File: src/acc_pkg.sv
// Package for the converter control block: register map, fields, timing counts
package acc_pkg;
	localparam logic [7:0] ADDR_CTRL = 8'h00;
	localparam logic [7:0] ADDR_MUX = 8'h04;
	localparam logic [7:0] ADDR_TRIG = 8'h08;
	localparam logic [7:0] ADDR_RES_LO = 8'h0c;
	localparam logic [7:0] ADDR_RES_HI = 8'h10;
	localparam logic [7:0] ADDR_SAMPLE = 8'h14;
	// Control register fields
	localparam int CTRL_EN_BIT = 7;
	localparam int CTRL_SC_BIT = 6;
	localparam int CTRL_ATE_BIT = 5;
	localparam int CTRL_IF_BIT = 4;
	localparam int CTRL_IE_BIT = 3;
	localparam int CTRL_PS_LSB = 0;
	localparam int CTRL_PS_W = 3;
	// Channel/reference register fields
	localparam int MUX_REF_LSB = 6;
	localparam int MUX_LAR_BIT = 5;
	localparam int MUX_CH_LSB = 0;
	localparam int MUX_CH_W = 5;
	localparam int TRIG_W = 3;
	localparam int NUM_TRIG = 8;
	localparam int RES_W = 10;
	// Channel codes at or above this value are differential
	localparam logic [MUX_CH_W-1:0] DIFF_CH_FIRST = 5'h08;
	// Conversion timing in half converter clocks
	localparam int FIRST_SAMPLE_HALF = 27;
	localparam int FIRST_TOTAL_HALF = 50;
	localparam int AUTO_SAMPLE_HALF = 4;
	localparam int AUTO_TOTAL_HALF = 27;
	localparam int NORM_SAMPLE_HALF = 3;
	localparam int NORM_TOTAL_HALF = 26;
	localparam int DIFF_EXTRA_HALF = 2;
	localparam int HALF_W = 6;
	localparam logic [1:0] RESP_OKAY = 2'b00;
	localparam logic [1:0] RESP_SLVERR = 2'b10;
	typedef enum logic [1:0] {
		ST_IDLE = 2'b00,
		ST_ALIGN = 2'b01,
		ST_CONV = 2'b11
	} acc_state_e;
	typedef struct packed {
		logic [1:0] reference;
		logic [MUX_CH_W-1:0] channel;
	} acc_sel_s;
endpackage

File: src/acc_ctrl.sv
// Converter control: registers over AXI4-Lite, start logic, timing and result lock
`timescale 1ns/1ps
// Function
// - Reference and channel selections take effect only while enabled.
// - 10-bit result in two bytes, right aligned unless left align is set.
// - Reading low byte blocks result updates from the next cycle until high byte read.
// - Conversion finishing while blocked is discarded, bytes unchanged.
// - Reading high byte re-enables result updates.
// - Complete flag still set for a discarded conversion.
// - Start bit begins a conversion, reads one until done, hardware clears.
// - Channel change during conversion applies only after it completes.
// - Auto trigger enable plus separate trigger select register.
// - Trigger rising edge resets prescaler and starts conversion.
// - Trigger still high at completion starts nothing new.
// - Trigger edge during conversion is ignored.
// - Flags used as trigger are set even when masked.
// - First conversion samples at 13.5, ends 25; auto samples 2, ends 13.5.
// - Normal single ended 1.5/13; differential 1.5 or 2.5 / 13 or 14.
// - Differential conversions after the first since enable aligned to half-rate converter clock phase.
// - Running auto conversion keeps previous channel, later ones new.
module acc_ctrl
	import acc_pkg::*;
(
	input wire logic aclk,
	input wire logic aresetn,
	input wire logic [7:0] s_axi_awaddr,
	input wire logic s_axi_awvalid,
	output logic s_axi_awready,
	input wire logic [31:0] s_axi_wdata,
	input wire logic [3:0] s_axi_wstrb,
	input wire logic s_axi_wvalid,
	output logic s_axi_wready,
	output logic [1:0] s_axi_bresp,
	output logic s_axi_bvalid,
	input wire logic s_axi_bready,
	input wire logic [7:0] s_axi_araddr,
	input wire logic s_axi_arvalid,
	output logic s_axi_arready,
	output logic [31:0] s_axi_rdata,
	output logic [1:0] s_axi_rresp,
	output logic s_axi_rvalid,
	input wire logic s_axi_rready,
	input wire logic [NUM_TRIG-1:0] trigger_sources,
	input wire logic [RES_W-1:0] analog_code,
	output logic sample_strobe,
	output acc_sel_s active_sel,
	output logic converter_powered,
	output logic irq
);
	// Register state
	logic converter_enable;
	logic start_conversion_bit;
	logic auto_trigger_enable;
	logic complete_flag;
	logic complete_ie;
	logic [CTRL_PS_W-1:0] prescale_sel;
	acc_sel_s channel_reference_select;
	logic result_left_align;
	logic [TRIG_W-1:0] trigger_source_select;
	logic [RES_W-1:0] result;
	logic lock;
	logic first_done;
	logic trig_prev;
	logic [RES_W-1:0] held;
	// Conversion state
	acc_state_e state;
	acc_state_e next_state;
	logic [HALF_W-1:0] half_cnt;
	logic [HALF_W-1:0] next_half_cnt;
	logic [HALF_W-1:0] sample_at;
	logic [HALF_W-1:0] next_sample_at;
	logic [HALF_W-1:0] total_at;
	logic [HALF_W-1:0] next_total_at;
	logic [1:0] phase;
	// Bus state
	logic aw_held;
	logic w_held;
	logic [7:0] aw_addr;
	logic [31:0] w_data;
	logic [3:0] w_strb;
	logic wr_go;
	logic rd_go;
	logic [31:0] rd_word;
	logic [1:0] rd_resp;
	logic [1:0] wr_resp;
	// Derived events
	logic half_tick;
	logic trig_now;
	logic trig_edge;
	logic start_sw;
	logic start_req;
	logic done;
	logic read_lo;
	logic read_hi;
	logic is_diff;

	acc_prescaler u_pre (
		.aclk(aclk),
		.aresetn(aresetn),
		.restart(start_req && auto_trigger_enable),
		.div_sel(prescale_sel),
		.half_tick(half_tick)
	);

	assign s_axi_awready = !aw_held && !s_axi_bvalid;
	assign s_axi_wready = !w_held && !s_axi_bvalid;
	assign s_axi_arready = !s_axi_rvalid;
	assign wr_go = aw_held && w_held && !s_axi_bvalid;
	assign rd_go = s_axi_arvalid && s_axi_arready;
	assign read_lo = rd_go && s_axi_araddr == ADDR_RES_LO;
	assign read_hi = rd_go && s_axi_araddr == ADDR_RES_HI;
	assign converter_powered = converter_enable;
	assign irq = complete_flag && complete_ie;
	assign trig_now = trigger_sources[trigger_source_select];
	assign trig_edge = trig_now && !trig_prev;
	assign start_sw = wr_go && aw_addr == ADDR_CTRL && w_strb[0] && w_data[CTRL_SC_BIT]
		&& w_data[CTRL_EN_BIT];
	// Edges arriving while busy are dropped, not queued
	assign start_req = converter_enable && state == ST_IDLE
		&& (start_sw || (auto_trigger_enable && trig_edge));
	assign done = state == ST_CONV && half_tick && half_cnt == total_at;
	assign is_diff = channel_reference_select.channel >= DIFF_CH_FIRST;

	// Read data mux
	always_comb begin
		rd_word = '0;
		rd_resp = RESP_OKAY;
		if (s_axi_araddr == ADDR_CTRL) begin
			rd_word[CTRL_EN_BIT] = converter_enable;
			rd_word[CTRL_SC_BIT] = start_conversion_bit;
			rd_word[CTRL_ATE_BIT] = auto_trigger_enable;
			rd_word[CTRL_IF_BIT] = complete_flag;
			rd_word[CTRL_IE_BIT] = complete_ie;
			rd_word[CTRL_PS_LSB +: CTRL_PS_W] = prescale_sel;
		end else if (s_axi_araddr == ADDR_MUX) begin
			rd_word[MUX_REF_LSB +: 2] = channel_reference_select.reference;
			rd_word[MUX_LAR_BIT] = result_left_align;
			rd_word[MUX_CH_LSB +: MUX_CH_W] = channel_reference_select.channel;
		end else if (s_axi_araddr == ADDR_TRIG) begin
			rd_word[TRIG_W-1:0] = trigger_source_select;
		end else if (s_axi_araddr == ADDR_RES_LO) begin
			rd_word[7:0] = result_left_align ? {result[1:0], 6'h00} : result[7:0];
		end else if (s_axi_araddr == ADDR_RES_HI) begin
			rd_word[7:0] = result_left_align ? result[9:2] : {6'h00, result[9:8]};
		end else begin
			rd_resp = RESP_SLVERR;
		end
		wr_resp = (aw_addr == ADDR_CTRL || aw_addr == ADDR_MUX || aw_addr == ADDR_TRIG)
			? RESP_OKAY : RESP_SLVERR;
	end

	// Conversion sequencer next state
	always_comb begin
		next_state = state;
		next_half_cnt = half_cnt;
		next_sample_at = sample_at;
		next_total_at = total_at;
		if (!converter_enable) begin
			next_state = ST_IDLE;
		end else begin
			case (state)
				ST_IDLE: begin
					if (start_req) begin
						next_half_cnt = '0;
						if (!first_done) begin
							next_sample_at = HALF_W'(FIRST_SAMPLE_HALF);
							next_total_at = HALF_W'(FIRST_TOTAL_HALF);
						end else if (auto_trigger_enable && !start_sw) begin
							next_sample_at = HALF_W'(AUTO_SAMPLE_HALF);
							next_total_at = HALF_W'(AUTO_TOTAL_HALF);
						end else begin
							next_sample_at = HALF_W'(NORM_SAMPLE_HALF);
							next_total_at = HALF_W'(NORM_TOTAL_HALF);
						end
						next_state = (is_diff && first_done) ? ST_ALIGN : ST_CONV;
					end
				end
				ST_ALIGN: begin
					// Wait tick is the first conversion tick; one converter clock more if off phase
					if (half_tick) begin
						next_state = ST_CONV;
						next_half_cnt = HALF_W'(1);
						if (phase[1]) begin
							next_sample_at = sample_at + HALF_W'(DIFF_EXTRA_HALF);
							next_total_at = total_at + HALF_W'(DIFF_EXTRA_HALF);
						end
					end
				end
				ST_CONV: begin
					if (half_tick) begin
						next_half_cnt = half_cnt + HALF_W'(1);
					end
					if (done) begin
						next_state = ST_IDLE;
					end
				end
				default: next_state = ST_IDLE;
			endcase
		end
	end

	always_ff @(posedge aclk) begin
		if (!aresetn) begin
			state <= ST_IDLE;
			half_cnt <= '0;
			sample_at <= '0;
			total_at <= '0;
		end else begin
			state <= next_state;
			half_cnt <= next_half_cnt;
			sample_at <= next_sample_at;
			total_at <= next_total_at;
		end
	end

	// Registers, bus and result handling
	always_ff @(posedge aclk) begin
		if (!aresetn) begin
			converter_enable <= 1'b0;
			start_conversion_bit <= 1'b0;
			auto_trigger_enable <= 1'b0;
			complete_flag <= 1'b0;
			complete_ie <= 1'b0;
			prescale_sel <= '0;
			channel_reference_select <= '0;
			result_left_align <= 1'b0;
			trigger_source_select <= '0;
			active_sel <= '0;
			result <= '0;
			held <= '0;
			lock <= 1'b0;
			first_done <= 1'b0;
			trig_prev <= 1'b0;
			phase <= '0;
			sample_strobe <= 1'b0;
			aw_held <= 1'b0;
			w_held <= 1'b0;
			aw_addr <= '0;
			w_data <= '0;
			w_strb <= '0;
			s_axi_bvalid <= 1'b0;
			s_axi_bresp <= RESP_OKAY;
			s_axi_rvalid <= 1'b0;
			s_axi_rdata <= '0;
			s_axi_rresp <= RESP_OKAY;
		end else begin
			trig_prev <= trig_now;
			sample_strobe <= 1'b0;
			if (half_tick) begin
				phase <= phase + 2'h1;
			end
			if (s_axi_awvalid && s_axi_awready) begin
				aw_held <= 1'b1;
				aw_addr <= s_axi_awaddr;
			end
			if (s_axi_wvalid && s_axi_wready) begin
				w_held <= 1'b1;
				w_data <= s_axi_wdata;
				w_strb <= s_axi_wstrb;
			end
			if (s_axi_bvalid && s_axi_bready) begin
				s_axi_bvalid <= 1'b0;
			end
			if (s_axi_rvalid && s_axi_rready) begin
				s_axi_rvalid <= 1'b0;
			end
			if (wr_go) begin
				aw_held <= 1'b0;
				w_held <= 1'b0;
				s_axi_bvalid <= 1'b1;
				s_axi_bresp <= wr_resp;
				if (aw_addr == ADDR_CTRL && w_strb[0]) begin
					converter_enable <= w_data[CTRL_EN_BIT];
					auto_trigger_enable <= w_data[CTRL_ATE_BIT];
					complete_ie <= w_data[CTRL_IE_BIT];
					prescale_sel <= w_data[CTRL_PS_LSB +: CTRL_PS_W];
					// Write one clears the flag; completion below wins
					if (w_data[CTRL_IF_BIT]) begin
						complete_flag <= 1'b0;
					end
					if (!w_data[CTRL_EN_BIT]) begin
						start_conversion_bit <= 1'b0;
						first_done <= 1'b0;
					end
				end else if (aw_addr == ADDR_MUX && w_strb[0]) begin
					channel_reference_select.reference <= w_data[MUX_REF_LSB +: 2];
					result_left_align <= w_data[MUX_LAR_BIT];
					channel_reference_select.channel <= w_data[MUX_CH_LSB +: MUX_CH_W];
				end else if (aw_addr == ADDR_TRIG && w_strb[0]) begin
					trigger_source_select <= w_data[TRIG_W-1:0];
				end
			end
			if (rd_go) begin
				s_axi_rvalid <= 1'b1;
				s_axi_rdata <= rd_word;
				s_axi_rresp <= rd_resp;
			end
			if (read_lo) begin
				lock <= 1'b1;
			end
			if (read_hi) begin
				lock <= 1'b0;
			end
			if (converter_enable && !active_sel_busy(state)) begin
				// Selections pass on only while enabled and idle
				active_sel <= channel_reference_select;
			end
			if (start_req) begin
				start_conversion_bit <= 1'b1;
				active_sel <= channel_reference_select;
			end
			if (state == ST_CONV && half_tick && half_cnt == sample_at) begin
				sample_strobe <= 1'b1;
				held <= analog_code;
			end
			if (done) begin
				start_conversion_bit <= 1'b0;
				first_done <= 1'b1;
				complete_flag <= 1'b1;
				if (!lock || read_hi) begin
					result <= held;
				end
			end
		end
	end

	function automatic logic active_sel_busy(input acc_state_e st);
		active_sel_busy = st != ST_IDLE;
	endfunction
endmodule

File: src/acc_prescaler.sv
// Converter clock prescaler producing half-period enable pulses
`timescale 1ns/1ps
module acc_prescaler
	import acc_pkg::*;
#(
	parameter int DIV_W = 8
) (
	input wire logic aclk,
	input wire logic aresetn,
	input wire logic restart,
	input wire logic [CTRL_PS_W-1:0] div_sel,
	output logic half_tick
);
	logic [DIV_W-1:0] count;
	logic [DIV_W-1:0] next_count;
	logic [DIV_W-1:0] limit;

	// Half period of the converter clock is 2**div_sel system clocks
	always_comb begin
		limit = DIV_W'((1 << div_sel) - 1);
		half_tick = (count == limit) && !restart;
		if (restart || count == limit) begin
			next_count = '0;
		end else begin
			next_count = count + DIV_W'(1);
		end
	end

	always_ff @(posedge aclk) begin
		if (!aresetn) begin
			count <= '0;
		end else begin
			count <= next_count;
		end
	end
endmodule

File: config.mk
export PLATFORM = sky130hd
export DESIGN_NAME = acc_ctrl
export DESIGN_NICKNAME = d
export VERILOG_FILES = /design/src/acc_pkg.sv /design/src/acc_ctrl.sv /design/src/acc_prescaler.sv
export SDC_FILE = /design/constraint.sdc
export NUM_CORES = 1
export LEC_CHECK = 0
export ABC_AREA = 1
export BUFFER_PORTS_ARGS = -buffer_cell sky130_fd_sc_hd__buf_2
export CAP_MARGIN = 20
export CORE_MARGIN = 1.5
export CORE_UTILIZATION = 54
export DETAILED_ROUTE_END_ITERATION = 10
export PLACE_DENSITY = 0.77
export SYNTH_ARGS = -nofsm -noshare
export SYNTH_HDL_FRONTEND = slang
export SYNTH_SLANG_ARGS = --single-unit
File: constraint.sdc
create_clock -name aclk -period 2.52 [get_ports aclk]
set_clock_uncertainty 0.15 [all_clocks]
set_input_delay 0.252 -clock aclk [delete_from_list [all_inputs] [get_ports aclk]]
set_output_delay 0.252 -clock aclk [all_outputs]
set_load 0.02 [all_outputs]
==> summary.txt <==
Logic synthesis
  – Synth Register Bits: 111
  – Yosys warning total: 0
  – Yosys top cell area share: 40.5%
  – Sequential share of the synthesized area: ~41%
  – Syn Inst Count: roughly 750
  – Yosys top cell by area: dfxtp_1
  – Synthesized cell area: around 5500 um2
  – Synth top area cells: dfxtp_1 (41%), nand2_1 (7.6%), nor2_1 (7.3%)
  – Yosys cell types: 45
  – Synthesized area per cell: 7.27 um2

Placed design
  – DP HPWL: 9.64 mm
  – Dpl ws: a little under 0.4 ns
  – Placed cell areas: a little under 6000 um2
  – IO buf count: 74
  – Cell total after placement: 948
  – GPL Wtd Cong: around 0.9

Worst setup path
  – Crit path max fanout: 10
  – Startpoint types: flop
  – Critical Path Max Stage Delay: 0.46 ns
  – Critical Path RT: 2.66 ns
  – R2R depth: 10
  – CP max-delay cell: dfxtp_1
  – CP dominant cell by count: nor2_1
  – Worst Setup Path Type: flop to flop
  – CP arrival: 2.29 ns
  – Crit path capture type: flop
  – Crit-path cells: inv_1 > nor2_1 > xnor2_1 > nand4_1 > nor2_4 > nand2_4 > nor3_4 > nand3_1 > nand2_1 > nor2_1

Floorplanning
  – Core Region: 9820 um2
  – Die Ht: 104 um
  – Num rows: 36
  – Io pins: 128
  – Die ar.: 10,800 um2
  – DIE WIDTH: 104 um
  – Initial core utilization: 55.8%

Timing
  – Worst-case setup margin in the final layout: approximately 0.37 ns
  – # setup viols final: 0
  – Slew headroom: 53.9%
  – Slew Viols, Final: 0
  – Total negative slack: 0 ns
  – Final Cycle Share: 85.2%
  – WHS: ~0.0048 ns
  – Final hold violation count: 0
  – RSZ-0062 raised after global routing: false
  – Final min period: 2.15 ns
  – Worst-Margin Slew: 0.686 ns
  – Peak Freq: ~0.47 GHz

Route
  – ANT nets after route: 0
  – DRT iter0 DRCs: 352
  – DRC viols: 0
  – DRT Pass-1 Iters: 5
  – DR WL/cell: 13.4 um
  – Vias/cell: 5.29
  – Routed Wire Length: around 13 mm
  – DR vias: 5,222

Finish
  – N_diodes: 0
  – Nets: 930
  – Post-Layout Inst Area: 6330 um2
  – Final Non-Filler Cells: 987
  – Commonest cells after routing, fill and taps aside: nand2_1 (111), dfxtp_1 (111), nor2_1 (107)
  – Share of cells above drive strength 1: 16.3%
  – Synth-to-layout area growth: 15.5%
  – Post-layout util: 64.5%

Outcome
  – Status: complete, no violations

Pwr
  – Worst vdd ir: about 0.00033 V
  – Tot Pwr: 3.29 mW
  – P_int: 2.41 mW
  – Psw: approximately 900 uW
  – Comb pwr share: 10.3%
  – Clock power share: 34.0%
  – Seq pwr share: 55.6%
  – LEAKAGE: 2.68 nW
  – Switching portion of total power: 26.7%
  – Pwr Density: 520 nW/um2

Global route
  – Pin count of the biggest net entering global routing: 38
  – First-pass GRT wire length: 22.1 mm
  – Antenna violations before repair: 0
  – Total grt overflow: 0
  – Total track usage: 24.9%
  – Vias in the first global route: approximately 4,900

Worst hold path
  – Hold Crit Class: input port to flop
  – Hold Path Stages: 3

Clock network
  – Sink Count: 111
  – Hold buffer count at cts: 23
  – Max Root-Sink Buffers: 2
  – Worst-Skew Late Latency: 0.38 ns
  – PostCTS Resize Cnt: 0
  – Clock root cell: clkbuf_8
  – H-tree depth: 3
  – Clock transition at the registers of the reported paths: around 0.11 ns
  – TritonCTS clock tree: yes
  – Clock buffer count from CTS: 9
  – Setup Buffers After CTS: 0

Flow run
  – MaxCap Viol Count: 0
area by class of cell:
class / instances / area (um2)
tap: 133 / 166
clock inverter: 6 / 66.3
multi-input combinational: 533 / 2730
fill: 880 / 3490
timing repair buffer: 107 / 676
sequential: 111 / 2220
clock buffer: 10 / 138
inverter: 87 / 332
flip-flops by register name, indices dropped and copies added, names as in the netlist, 2 cells and up:
register and count:
held 10, result 10, aw_addr 8, s_axi_rdata 8
u_pre.count 8, w_data 8, active_sel 7, channel_reference_select 7
half_cnt 6, sample_at 6, total_at 6, prescale_sel 3
trigger_source_select 3, phase 2, state 2
power by group through the flow:
| stage | Sequential (mW) | Clock (mW) | Combinational, mW |
|---|---|---|---|
| 2_1_floorplan | 1.87 | 0 | 0.234 |
| 3_3_place_gp | 1.87 | 0 | 0.301 |
| 3_5_place_dp | 1.87 | 0 | 0.308 |
| 4_1_cts | 1.83 | 1.13 | 0.337 |
| 5_1_grt | 1.84 | 1.21 | 0.377 |
| 6_report | 1.83 | 1.12 | 0.340 |
kinds of logic (layout without fill, tap and decap cells):
kind of cell	after synthesis	after routing	synth area share [%]
adder cells (fa/ha/maj)	4	4	0.913
XOR/XNOR	21	21	3.36
buffers and inverters	135	210	11.3
AND/OR/NAND/NOR	319	319	27.7
other	1	26	0.0684
AO/OA/AOI/OAI	163	163	16.0
flip-flops	111	111	40.5
synth_stat cells, drive strengths merged:
| library cell | number |
|---|---|
| nand2 | 119 |
| nor2 | 116 |
| dfxtp | 111 |
| inv | 86 |
| a21oi | 75 |
| o21ai | 66 |
| nand3 | 53 |
| buf | 33 |
| xor2 | 17 |
| clkbuf | 15 |
| a211oi | 10 |
| nand4 | 8 |
| nor4 | 7 |
| nor3 | 5 |
| ha | 4 |
| nand3b | 4 |
| o211ai | 4 |
| or2 | 4 |
| xnor2 | 4 |
| nor3b | 3 |
| a41oi | 2 |
| o2111ai | 2 |
| clkinv | 1 |
| conb | 1 |
| o21a | 1 |
| o21bai | 1 |
| o221ai | 1 |
| o22ai | 1 |
path summary, 6_finish.rpt:
path              startpoint         to  slack [ns]
max          prescale_sel[2]  result[6]        0.37
min           s_axi_wdata[5]  w_data[5]       0.005
max reg2reg  prescale_sel[2]  result[6]        0.37
min reg2reg          held[9]    held[9]        0.31
per-layer routing:
layer / routed length, um / vias up / global-route usage [%]
li1: - / 2604 / -
met4: 316 / 0 / 10.6
met2: 6540 / 191 / 44.0
met5: 0 / - / 0
met3: 698 / 29 / 3.52
met1: 5700 / 2398 / 30.3
worst max-delay path: cells and delay by family (launching register included):
family / cells / cell delay (ns)
buffers and inverters: 1 / 0.14
xor gates and xnor gates: 1 / 0.13
and+or+nand+nor: 8 / 1.18
DFF: 1 / 0.46
Power figures use the tool's default switching activity.
